File: src/verilog/wit_pkg.sv
// package: register map, field layout, reset values and types of the watchdog interval timer
package wit_pkg;

    // register byte addresses
    localparam logic [7:0] ADDR_OVF_SEL   = 8'h00;
    localparam logic [7:0] ADDR_MODE_CTRL = 8'h04;
    localparam logic [7:0] ADDR_OSC_SEL   = 8'h08;
    localparam logic [7:0] ADDR_STATUS    = 8'h0C;
    localparam logic [7:0] ADDR_IRQ_EN    = 8'h10;
    localparam logic [7:0] ADDR_IRQ_CLR   = 8'h14;
    localparam logic [7:0] ADDR_COUNT     = 8'h18;

    // field positions
    localparam int RUN_BIT       = 7;
    localparam int MODE_SEL_BIT  = 4;
    localparam int OVF_ACT_BIT   = 3;
    localparam int SEL_FIELD_LSB = 0;
    localparam int SEL_FIELD_W   = 3;

    // status bits
    localparam int ST_MASKABLE = 0;
    localparam int ST_NMI      = 1;
    localparam int ST_RESET    = 2;
    localparam int ST_W        = 3;

    // reset values
    localparam logic [7:0] OVF_SEL_RST   = 8'h00;
    localparam logic [7:0] MODE_CTRL_RST = 8'h00;
    localparam logic [7:0] OSC_SEL_RST   = 8'h04;

    // timing
    localparam int PRESCALE_BITS = 8;
    localparam int COUNT_BITS    = 12;
    localparam int CODE_MAX      = 7;
    localparam int MAX_SHIFT_TOP = 6;
    localparam int TOP_SHIFT     = 8;
    localparam int RESET_PULSE_CYC = 4;

    // axi responses
    localparam logic [1:0] RESP_OKAY   = 2'h0;
    localparam logic [1:0] RESP_SLVERR = 2'h2;

    typedef enum {
        WIT_INTERVAL,
        WIT_WDT_NMI,
        WIT_WDT_RESET
    } wit_mode_type;

    typedef struct packed {
        logic       maskableIrq;
        logic       nmiIrq;
        logic       systemReset;
        logic       pwmOffIrq;
    } wit_event_type;

    typedef struct packed {
        logic       awready;
        logic       wready;
        logic       bvalid;
        logic [1:0] bresp;
        logic       arready;
        logic       rvalid;
        logic [31:0] rdata;
        logic [1:0] rresp;
    } wit_axi_out_type;

endpackage

File: src/verilog/wit_prescaler.sv
// free-running prescaler giving a one-cycle enable every 2^8 system clocks
`timescale 1ns/1ps
module wit_prescaler
    import wit_pkg::*;
#(
    parameter int BITS = PRESCALE_BITS
) (
    // clock and reset
    input  wire logic sys_clk,
    input  wire logic sys_rst,
    // control
    input  wire logic countEnable,
    // enable out
    output logic      tick
);
    typedef struct packed {
        logic [BITS-1:0] count;
        logic            tick;
    } wit_pre_state_type;

    wit_pre_state_type state;
    wit_pre_state_type next_state;

    always_comb begin
        next_state = state;
        next_state.tick = 1'b0;
        if (countEnable) begin
            next_state.count = state.count + 1'b1;
            next_state.tick = &state.count;
        end
    end

    always_ff @(posedge sys_clk) begin
        if (sys_rst) begin
            state <= '0;
        end else begin
            state <= next_state;
        end
    end

    assign tick = state.tick;
endmodule

File: src/verilog/wit_axi_slave.sv
// axi4-lite register access slave, one outstanding write and read
`timescale 1ns/1ps
module wit_axi_slave
    import wit_pkg::*;
(
    // clock and reset
    input  wire logic        sys_clk,
    input  wire logic        sys_rst,
    // axi write channels
    input  wire logic [7:0]  awaddr,
    input  wire logic        awvalid,
    input  wire logic [31:0] wdata,
    input  wire logic [3:0]  wstrb,
    input  wire logic        wvalid,
    input  wire logic        bready,
    // axi read channels
    input  wire logic [7:0]  araddr,
    input  wire logic        arvalid,
    input  wire logic        rready,
    // register side
    output logic             wrStrobe,
    output logic [7:0]       wrAddr,
    output logic [7:0]       wrData,
    output logic             rdStrobe,
    output logic [7:0]       rdAddr,
    input  wire logic [31:0] rdData,
    input  wire logic        rdHit,
    input  wire logic        wrHit,
    // axi outputs
    output wit_axi_out_type  axiOut
);
    typedef struct packed {
        logic            haveAw;
        logic            haveW;
        logic [7:0]      aw;
        logic [7:0]      wd;
        logic            wrOk;
        logic            wrGo;
        logic            rdGo;
        logic [7:0]      ar;
        wit_axi_out_type o;
    } wit_axi_state_type;

    wit_axi_state_type state;
    wit_axi_state_type next_state;

    always_comb begin
        next_state = state;
        next_state.wrGo = 1'b0;
        next_state.rdGo = 1'b0;
        next_state.o.awready = !state.haveAw && !state.o.bvalid;
        next_state.o.wready = !state.haveW && !state.o.bvalid;
        next_state.o.arready = !state.o.rvalid && !state.rdGo;
        if (awvalid && state.o.awready) begin
            next_state.haveAw = 1'b1;
            next_state.aw = awaddr;
            next_state.o.awready = 1'b0;
        end
        if (wvalid && state.o.wready) begin
            next_state.haveW = 1'b1;
            next_state.wd = wstrb[0] ? wdata[7:0] : 8'h00;
            next_state.wrOk = wstrb[0];
            next_state.o.wready = 1'b0;
        end
        if (state.haveAw && state.haveW && !state.o.bvalid) begin
            next_state.wrGo = state.wrOk;
            next_state.haveAw = 1'b0;
            next_state.haveW = 1'b0;
            next_state.o.bvalid = 1'b1;
            next_state.o.bresp = wrHit ? RESP_OKAY : RESP_SLVERR;
        end
        if (state.o.bvalid && bready) begin
            next_state.o.bvalid = 1'b0;
        end
        if (arvalid && state.o.arready) begin
            next_state.ar = araddr;
            next_state.rdGo = 1'b1;
            next_state.o.arready = 1'b0;
        end
        if (state.rdGo) begin
            next_state.o.rvalid = 1'b1;
            next_state.o.rdata = rdData;
            next_state.o.rresp = rdHit ? RESP_OKAY : RESP_SLVERR;
        end
        if (state.o.rvalid && rready) begin
            next_state.o.rvalid = 1'b0;
        end
    end

    always_ff @(posedge sys_clk) begin
        if (sys_rst) begin
            state <= '0;
        end else begin
            state <= next_state;
        end
    end

    assign wrStrobe = state.wrGo;
    assign wrAddr = state.aw;
    assign wrData = state.wd;
    assign rdStrobe = state.rdGo;
    assign rdAddr = state.rdGo ? state.ar : state.aw;
    assign axiOut = state.o;
endmodule

File: src/verilog/wit_top.sv
// watchdog and interval timer with axi4-lite registers and interrupt status
//
// Overview of operation
// - mode select 0: interval timer, maskable irq at every overflow
// - mode select 1, action 0: non-maskable irq on overflow
// - mode select 1, action 1: system reset on overflow, no irq pulse; irq only via enabled status bit 2
// - run bit 0 stops counter; writing 1 clears counter and starts
// - mode select and action bits, once 1, ignore writes of 0
// - run bit once set cannot be cleared by software
// - free prescaler not reset on restart; first overflow up to 2^8 early
// - interval select field bits 0-2 chooses overflow period for both modes
// - codes 0-6 give 2^12..2^18 clocks, code 7 gives 2^20
// - reset clears overflow select and mode registers to 00H
// - reset loads oscillation settle select with 04H
// - counts in halt, holds count in stop
// - interval irqs begin as soon as run bit is written 1
// - one counter; mode select bit alone picks watchdog or interval
// - pwm-off signal follows overflow irq except in reset mode
//
// The register offsets and the AXI4-Lite interface to the registers were decided locally.
`timescale 1ns/1ps
module wit_top
    import wit_pkg::*;
(
    // clock and reset
    input  wire logic        sys_clk,
    input  wire logic        sys_rst,
    // cpu standby states
    input  wire logic        cpuHalt,
    input  wire logic        cpuStop,
    // axi write address
    input  wire logic [7:0]  awaddr,
    input  wire logic        awvalid,
    output logic             awready,
    // axi write data
    input  wire logic [31:0] wdata,
    input  wire logic [3:0]  wstrb,
    input  wire logic        wvalid,
    output logic             wready,
    // axi write response
    output logic             bvalid,
    output logic [1:0]       bresp,
    input  wire logic        bready,
    // axi read address
    input  wire logic [7:0]  araddr,
    input  wire logic        arvalid,
    output logic             arready,
    // axi read data
    output logic             rvalid,
    output logic [31:0]      rdata,
    output logic [1:0]       rresp,
    input  wire logic        rready,
    // timer events
    output logic             overflowIrq,
    output logic             nmiRequest,
    output logic             systemResetReq,
    output logic             pwmOffIrq,
    output logic             irq,
    // oscillation settle select value
    output logic [7:0]       oscSettleSelect
);
    typedef struct packed {
        logic [7:0]            overflowTimeSelect;
        logic [7:0]            watchdogModeControl;
        logic [7:0]            oscSettle;
        logic [ST_W-1:0]       status;
        logic [ST_W-1:0]       irqEnable;
        logic [COUNT_BITS-1:0] count;
        wit_event_type         ev;
        logic [2:0]            resetHold;
        logic                  irq;
    } wit_state_type;

    wit_state_type   state;
    wit_state_type   next_state;
    wit_axi_out_type axiOut;
    logic            wrStrobe;
    logic [7:0]      wrAddr;
    logic [7:0]      wrData;
    logic            rdStrobe;
    logic [7:0]      rdAddr;
    logic [31:0]     rdData;
    logic            prescaleTick;
    logic            cpuStopMeta;
    logic            cpuStopSync;
    logic            cpuStopLate;
    logic            stopped;

    // decode of a mapped register address
    function automatic logic addrHit(input logic [7:0] a);
        case (a)
            ADDR_OVF_SEL, ADDR_MODE_CTRL, ADDR_OSC_SEL, ADDR_STATUS,
            ADDR_IRQ_EN, ADDR_IRQ_CLR, ADDR_COUNT: addrHit = 1'b1;
            default: addrHit = 1'b0;
        endcase
    endfunction

    // overflow position of the counter for an interval code
    function automatic logic [4:0] overflowShift(input logic [SEL_FIELD_W-1:0] code);
        if (code == 3'(CODE_MAX)) begin
            overflowShift = 5'(TOP_SHIFT + COUNT_BITS - PRESCALE_BITS);
        end else begin
            overflowShift = 5'(COUNT_BITS - PRESCALE_BITS) + 5'(code);
        end
    endfunction

    // stop state from outside domain, three stages, second and third agree
    always_ff @(posedge sys_clk) begin
        if (sys_rst) begin
            cpuStopMeta <= 1'b0;
            cpuStopSync <= 1'b0;
            cpuStopLate <= 1'b0;
            stopped <= 1'b0;
        end else begin
            cpuStopMeta <= cpuStop;
            cpuStopSync <= cpuStopMeta;
            cpuStopLate <= cpuStopSync;
            if (cpuStopSync == cpuStopLate) begin
                stopped <= cpuStopLate;
            end
        end
    end

    // prescaler runs free of restarts, halt does not stop it
    wit_prescaler #(
        .BITS(PRESCALE_BITS)
    ) u_prescaler (
        .sys_clk     (sys_clk),
        .sys_rst     (sys_rst),
        .countEnable (!stopped),
        .tick        (prescaleTick)
    );

    wit_axi_slave u_axi (
        .sys_clk  (sys_clk),
        .sys_rst  (sys_rst),
        .awaddr   (awaddr),
        .awvalid  (awvalid),
        .wdata    (wdata),
        .wstrb    (wstrb),
        .wvalid   (wvalid),
        .bready   (bready),
        .araddr   (araddr),
        .arvalid  (arvalid),
        .rready   (rready),
        .wrStrobe (wrStrobe),
        .wrAddr   (wrAddr),
        .wrData   (wrData),
        .rdStrobe (rdStrobe),
        .rdAddr   (rdAddr),
        .rdData   (rdData),
        .rdHit    (addrHit(rdAddr)),
        .wrHit    (addrHit(wrAddr)),
        .axiOut   (axiOut)
    );

    // read mux
    always_comb begin
        rdData = 32'h0000_0000;
        case (rdAddr)
            ADDR_OVF_SEL:   rdData[7:0] = state.overflowTimeSelect;
            ADDR_MODE_CTRL: rdData[7:0] = state.watchdogModeControl;
            ADDR_OSC_SEL:   rdData[7:0] = state.oscSettle;
            ADDR_STATUS:    rdData[ST_W-1:0] = state.status;
            ADDR_IRQ_EN:    rdData[ST_W-1:0] = state.irqEnable;
            ADDR_COUNT:     rdData[COUNT_BITS-1:0] = state.count;
            default:        rdData = 32'h0000_0000;
        endcase
    end

    wit_mode_type          mode;
    logic                  running;
    logic                  overflow;
    logic                  restart;
    logic [4:0]            shiftPos;
    logic [COUNT_BITS-1:0] countTop;
    logic [ST_W-1:0]       setBits;

    always_comb begin
        next_state = state;
        next_state.ev = '0;
        running = state.watchdogModeControl[RUN_BIT];
        // single counter, mode bit alone decides its use
        if (!state.watchdogModeControl[MODE_SEL_BIT]) begin
            mode = WIT_INTERVAL;
        end else if (!state.watchdogModeControl[OVF_ACT_BIT]) begin
            mode = WIT_WDT_NMI;
        end else begin
            mode = WIT_WDT_RESET;
        end
        shiftPos = overflowShift(
            state.overflowTimeSelect[SEL_FIELD_LSB +: SEL_FIELD_W]);
        countTop = COUNT_BITS'((13'h1 << shiftPos) - 13'h1);
        restart = wrStrobe && wrAddr == ADDR_MODE_CTRL && wrData[RUN_BIT];
        overflow = running && !stopped && prescaleTick && state.count == countTop
            && !restart;
        setBits = '0;
        // count only in prescaler steps, held in stop
        if (restart) begin
            next_state.count = '0;
        end else if (running && !stopped && prescaleTick) begin
            next_state.count = overflow ? '0 : state.count + 1'b1;
        end
        // overflow events: one-cycle irq pulses, reset request held four cycles
        if (overflow) begin
            case (mode)
                WIT_INTERVAL: begin
                    next_state.ev.maskableIrq = 1'b1;
                    next_state.ev.pwmOffIrq = 1'b1;
                    setBits[ST_MASKABLE] = 1'b1;
                end
                WIT_WDT_NMI: begin
                    next_state.ev.nmiIrq = 1'b1;
                    next_state.ev.pwmOffIrq = 1'b1;
                    setBits[ST_NMI] = 1'b1;
                end
                WIT_WDT_RESET: begin
                    next_state.resetHold = 3'(RESET_PULSE_CYC);
                    setBits[ST_RESET] = 1'b1;
                end
                default: setBits = '0;
            endcase
        end
        if (state.resetHold != 3'h0) begin
            next_state.resetHold = state.resetHold - 3'h1;
        end
        next_state.ev.systemReset = state.resetHold != 3'h0;
        // register writes
        if (wrStrobe) begin
            case (wrAddr)
                ADDR_OVF_SEL: next_state.overflowTimeSelect = wrData;
                ADDR_MODE_CTRL: begin
                    // sticky bits: only a system reset clears them
                    next_state.watchdogModeControl = wrData
                        | (state.watchdogModeControl & 8'h98);
                end
                ADDR_OSC_SEL: next_state.oscSettle = wrData;
                ADDR_IRQ_EN: next_state.irqEnable = wrData[ST_W-1:0];
                ADDR_IRQ_CLR: next_state.status = state.status & ~wrData[ST_W-1:0];
                default: next_state.status = next_state.status;
            endcase
        end
        // event set wins over a clear in the same cycle
        next_state.status = next_state.status | setBits;
        next_state.irq = |(next_state.status & state.irqEnable);
    end

    always_ff @(posedge sys_clk) begin
        if (sys_rst) begin
            state <= '0;
            state.overflowTimeSelect <= OVF_SEL_RST;
            state.watchdogModeControl <= MODE_CTRL_RST;
            state.oscSettle <= OSC_SEL_RST;
        end else begin
            state <= next_state;
        end
    end

    assign awready = axiOut.awready;
    assign wready = axiOut.wready;
    assign bvalid = axiOut.bvalid;
    assign bresp = axiOut.bresp;
    assign arready = axiOut.arready;
    assign rvalid = axiOut.rvalid;
    assign rdata = axiOut.rdata;
    assign rresp = axiOut.rresp;
    assign overflowIrq = state.ev.maskableIrq;
    assign nmiRequest = state.ev.nmiIrq;
    assign systemResetReq = state.ev.systemReset;
    assign pwmOffIrq = state.ev.pwmOffIrq;
    assign irq = state.irq;
    assign oscSettleSelect = state.oscSettle;
endmodule

File: config.mk
export PLATFORM = sky130hd
export DESIGN_NAME = wit_top
export DESIGN_NICKNAME = d
export VERILOG_FILES = /design/src/verilog/wit_pkg.sv /design/src/verilog/wit_prescaler.sv /design/src/verilog/wit_axi_slave.sv /design/src/verilog/wit_top.sv
export SDC_FILE = /design/constraint.sdc
export NUM_CORES = 1
export LEC_CHECK = 0
export ABC_CLOCK_PERIOD_IN_PS = 2200
export CORE_MARGIN = 4
export CORE_UTILIZATION = 51
export DETAILED_ROUTE_END_ITERATION = 6
export DONT_BUFFER_PORTS = 1
export PLACE_DENSITY = 0.74
export SETUP_SLACK_MARGIN = 0.1
export SYNTH_ARGS = -nofsm -noshare
export SYNTH_HDL_FRONTEND = slang
export SYNTH_SLANG_ARGS = --single-unit
export TNS_END_PERCENT = 10
File: constraint.sdc
create_clock -name sys_clk -period 2.2 [get_ports sys_clk]
set_input_delay 0 -clock sys_clk [delete_from_list [all_inputs] [get_ports sys_clk]]
set_output_delay 0 -clock sys_clk [all_outputs]
set_load 0.02 [all_outputs]
==> results.json, run 1 <==
{
  "peakVddDrop_uv": 390.5,
  "final_util": 0.5911,
  "nNetsFinal": 644,
  "synthArstFlopShare": 0,
  "area_delta_synth_final_pct": 11.60,
  "crit_family": "simple AND/OR/NAND/NOR gates",
  "ctsHtreeMaxLevel": 3,
  "layout_common_cells": "dfxtp_1, nor2_1, nand2_1, dlygate4sd3_1, a21oi_1",
  "dpl_cell_area_um2": 4871,
  "layout_commonest_cell": "dfxtp_1",
  "num_rows": 35,
  "synth_top_flop_cell": "dfxtp_1",
  "synth_edf_count": 0,
  "startpoint_type": "flop",
  "die_x_um": 106.7,
  "insertion_delay_ns": 0.37,
  "postSynthCellCount": 558,
  "post_cts_buffers": 0,
  "max_freq_mhz": 493.2,
  "yosysWarnings": 0,
  "antenna_found_initial": 0,
  "synth.cell_area_um2": 4964,
  "p_leak_uw": 0.002113,
  "gp_congestion": 0.9059,
  "cts-root-buf": "clkbuf_8",
  "cts_num_sinks": 111,
  "critical_path.cell_chain": "or4_4 -> o311ai_2 -> o211ai_4 -> or3_4 -> o21ai_2 -> a221o_1",
  "worst_slew_pin_slew_ns": 0.6186,
  "synth_top_area_cell": "dfxtp_1",
  "synth.distinct_cells": 63,
  "drtAntennaViolNets": 0,
  "clk_path_buf_depth": 2,
  "portBuffers": 0,
  "clock_skew_ns": 0.009724,
  "die_h_um": 106.7,
  "fp.coreArea_um2": 9371,
  "numCtsBuffers": 9,
  "post-route-min-period_ns": 2.028,
  "synth_top_area_frac": 0.4477,
  "fin_area_um2": 5539,
  "cp_slowest_stage_delay_ns": 0.55,
  "slew_violations": 0,
  "path_class": "reg2reg",
  "drive_gt1_frac": 0.08405,
  "path_clk_slew_ns": 0.10,
  "cts_tree": "yes",
  "ys_seq_area_frac": 0.4477,
  "drc": 0,
  "grt_pass1_wl_mm": 18.72,
  "rsz0062_at_grt": "yes",
  "synth_seq_cells": 111,
  "worstPathArrival_ns": 2.33,
  "start_util": 0.5296,
  "min_path_type": "in2reg",
  "slew_headroom": 0.5851,
  "avgSynthCellArea_um2": 8.895,
  "first_iter_violations": 232,
  "post_drt_via_cell_ratio": 5.513,
  "finalSetupTns_ns": 0,
  "status": "completed",
  "diodes": 0,
  "grt_overflow": 0,
  "post-route-period-util": 0.9216,
  "path_buf_inv": 0,
  "finalSetupViolations": 0,
  "grtUsageTotal": 0.2052,
  "critical-path-slowest-cell": "or4_4",
  "final_cell_count_no_fill": 712,
  "yosys-top-cells-area": "dfxtp_1, buf_4, nor2_1",
  "io_pins": 115,
  "grt_pass1_vias": 3797,
  "design.die.area_um2": 11370,
  "maxCapViolCount": 0,
  "powerDensity_nw_per_um2": 697.8,
  "critPathCaptureType": "flop",
  "drt_first_pass_iters": 5,
  "dp_cells": 654,
  "path_max_fanout": 6,
  "hold_violations": 0,
  "critPathRequiredTime_ns": 2.51,
  "num_vias": 3925,
  "wl_mm": 11.30,
  "dpl.hpwl_mm": 7.864,
  "wl_per_cell_um": 15.87,
  "grt_max_degree": 96
}
[cell usage after synthesis, types with 2 or more instances]
cell type    n
a211oi_1     4
a21oi_1     34
a222oi_1     5
a22o_1       8
a22oi_1      7
a2bb2oi_1    5
a31oi_1      4
and2_1       5
and3_1       7
and4_1       2
buf_1        3
buf_2        5
buf_4       45
clkbuf_1    14
dfxtp_1    111
ha_1         4
inv_1       10
mux2i_1     25
nand2_1     67
nand2b_1     4
nand3_1     16
nand3b_1     5
nand4_1      4
nor2_1      74
nor2b_1      7
nor3_1       6
nor4_1       5
nor4b_2      2
o21ai_0     12
o21ai_2      2
o21bai_1     3
o32ai_1      2
or4_1        2
xnor2_1      8
xor2_1      13
[worst paths after layout]
path,start,to,slack (ns),cells past startpoint
worst min-delay path,arvalid,u_axi.axiOut[35],0.05,2
worst max register to register,state[13],irq,0.17,6
worst min register to register,cpuStopMeta,cpuStopSync,0.44,1
worst max-delay path,state[13],irq,0.17,6
[power by group]
part / switching, uW / internal [uW]
logic: 250 / 196
clock network: 691 / 567
registers: 82.6 / 2080
[metrics by stage]
stage               total power [uW]  setup WS [ns]  hold WS (ns)
floorplan                       2526         0.2948        0.1004
detailed placement              2554        0.09324       0.07812
CTS                             3877         0.1055       0.02798
global route                    4030        0.05050       0.08376
global placement                2537         0.1644       0.07632
finish                          3865         0.1724       0.05464
[kinds of logic (layout without fill, tap and decap cells)]
family / count (synthesis) / in the layout / synth area share
muxes: 25 / 25 / 0.05042
xor gates and xnor gates: 21 / 21 / 0.03706
adders and majority gates: 4 / 4 / 0.01008
DFF: 111 / 111 / 0.4477
other: 1 / 22 / 0.0007555
and+or+nand+nor: 215 / 215 / 0.2087
AOI/OAI and AO/OA: 103 / 103 / 0.1495
buffers and inverters: 78 / 82 / 0.09579
[state kept, by name, indices dropped and copies added (netlist names), 8 cells and up]
name / flops
u_axi.axiOut: 19
state: 36
u_axi.state: 11
u_axi.wrAddr: 8
oscSettleSelect: 8
u_prescaler.state: 8
u_axi.wrData: 8
[repair_timing]
item                                   4_1_cts  5_1_grt
gates resized for setup                      1        6
gates cloned                                 0        0
setup endpoints to repair                    2       15
pin swaps                                    0        1
hold buffers                                43        0
endpoints found under the hold margin       97        0
[layout make-up]
class,instances,area [um^2]
fillers,819,3832
clock buffers,10,137.6
well taps,129,161.4
multi-input cells,390,2359
repair buffers,57,553.0
inverters,10,37.54
clock inverters,5,65.06
flip-flops and latches,111,2226
[layer usage]
layer | vias to the layer above | wire length [um] | global-route usage
li1 | 1915 | - | -
met1 | 1861 | 4666 | 0.2502
met2 | 132 | 5871 | 0.3642
met3 | 17 | 615 | 0.03974
met4 | 0 | 146 | 0.06484
met5 | - | 0 | 0
No activity file was read; power rests on OpenSTA's default activity.
==> inputs of run 2 (changes only) <==
--- a/config.mk
+++ b/config.mk
@@ -5,7 +5,9 @@
 export SDC_FILE = /design/constraint.sdc
 export NUM_CORES = 1
 export LEC_CHECK = 0
+export ABC_AREA = 0
 export ABC_CLOCK_PERIOD_IN_PS = 2200
+export CORE_ASPECT_RATIO = 0.8
 export CORE_MARGIN = 4
 export CORE_UTILIZATION = 51
 export DETAILED_ROUTE_END_ITERATION = 6
==> results.json, run 2 (same netlist as run 1, synthesis figures left out) <==
{
  "r2r_cells": 6,
  "critPathRequiredTime_ns": 2.49,
  "io_pins": 115,
  "antenna_found_initial": 0,
  "nNetsFinal": 628,
  "drtAntennaViolNets": 0,
  "path_clk_slew_ns": 0.07,
  "wl_mm": 11.36,
  "post-route-min-period_ns": 2.109,
  "post_drt_via_cell_ratio": 5.707,
  "drt_first_pass_iters": 7,
  "grt_overflow": 0,
  "drc": 10,
  "finalSetupViolations": 0,
  "path_max_fanout": 10,
  "rsz0062_at_grt": "yes",
  "largest_reg_flops": 36,
  "slew_headroom": 0.5714,
  "first_iter_violations": 369,
  "die_x_um": 118.3,
  "worst_slew_pin_slew_ns": 0.6390,
  "hold_violations": 0,
  "fp.coreArea_um2": 9270,
  "cts-root-buf": "clkbuf_16",
  "ctsHtreeMaxLevel": 3,
  "layout_common_cells": "dfxtp_1, nor2_1, nand2_1, a21oi_1, dlygate4sd3_1",
  "post-route-period-util": 0.9587,
  "design.die.area_um2": 11380,
  "start_util": 0.5354,
  "grt_pass1_vias": 3664,
  "die_h_um": 96.24,
  "cts_num_sinks": 111,
  "violations": "design-rule violations",
  "portBuffers": 0,
  "wl_per_cell_um": 16.63,
  "slew_violations": 0,
  "startpoint_type": "flop",
  "min_to": "u_axi.wrAddr[7]",
  "max_freq_mhz": 474.1,
  "gp_congestion": 0.8567,
  "power_uw": 4143,
  "grt_pass1_wl_mm": 18.45,
  "drive_gt1_frac": 0.07218,
  "area_delta_synth_final_pct": 9.604,
  "numCtsBuffers": 9,
  "status": "finished with violations",
  "finalSetupTns_ns": 0,
  "powerDensity_nw_per_um2": 761.6,
  "fillers": 810,
  "insertion_delay_ns": 0.35,
  "cts_tree": "yes",
  "maxCapViolCount": 0,
  "p_leak_uw": 0.002044,
  "worst_hold_startpoint": "awvalid",
  "path_class": "reg2reg",
  "post_cts_buffers": 0,
  "diodes": 0,
  "num_rows": 31,
  "clock_skew_ns": 0.008884,
  "dpl.hpwl_mm": 7.739,
  "critPathCaptureType": "flop",
  "grt_max_degree": 94,
  "top_register": "state",
  "grtUsageTotal": 0.2044,
  "worstPathArrival_ns": 2.40,
  "hold_depth": 3,
  "min_path_type": "in2reg",
  "r2r_start": "state[43]",
  "clk_path_buf_depth": 2,
  "layout_commonest_cell": "dfxtp_1",
  "num_vias": 3898,
  "r2r_end": "irq",
  "rrSetupSlack_ns": 0.09,
  "peakVddDrop_uv": 442.3
}
[run 2: stage by stage]
step	std cells	setup WS [ns]	utilization	hold slack [ns]	cell area [um^2]
after floorplan	579	0.2948	-	0.1004	5042
after global placement	636	0.1051	0.5203	0.07619	4823
after detailed placement	636	0.09590	0.5203	0.07867	4823
after CTS	683	0.09898	0.5869	0.01445	5440
after global routing	683	0.03504	0.5869	0.02425	5440
final	683	0.09092	0.5869	0.01575	5440
[run 2: cell type report]
class	count	area, um^2	area share
Tap cell	115	143.9	0.02645
Multi-Input combinational cell	390	2350	0.4319
Timing Repair Buffer	41	402.9	0.07406
Clock buffer	11	242.7	0.04462
Clock inverter	5	40.04	0.007360
Inverter	10	37.54	0.006900
Sequential cell	111	2223	0.4087
[run 2: repair_timing]
| action | in CTS | in global routing |
|---|---|---|
| cloned | 0 | 0 |
| gates resized for setup | 2 | 0 |
| endpoints found under the setup margin | 3 | 7 |
| pin swaps | 0 | 1 |
| endpoints found under the hold margin | 97 | 0 |
| hold buffers | 31 | 0 |
[run 2: worst max-delay path by stage]
stage                    start       end  slack, ns  depth (start not counted)
2_1_floorplan        state[43]  state[2]       0.29                          7
6_report             state[43]       irq       0.09                          6
5_1_grt        u_axi.wrAddr[2]       irq       0.04                          6
4_1_cts              state[43]       irq        0.1                          6
3_5_place_dp         state[44]       irq        0.1                          6
3_3_place_gp         state[44]       irq       0.11                          6
[run 2: power breakdown]
group	leakage [uW]	internal, uW	total, uW	switching, uW
logic	0.00101	179	419	240
registers	0.000900	2080	2160	85.0
clock network	0.000134	810	1560	750
[run 2: metal layers]
layer  up-vias  share of wire  GRT usage
li1       1886              -          -
met1      1842           0.45     0.2639
met2       163           0.46     0.3381
met3         7          0.084    0.07227
met4         0         0.0064    0.03415
met5         -              0          0
[run 2: critical path, stage by stage, from the launching register on]
cell and delay, ns:
dfxtp_1 0.42, or4_4 0.53, o311ai_2 0.11, o211ai_4 0.17, or3_1 0.47, a21boi_0 0.19, a221o_1 0.15
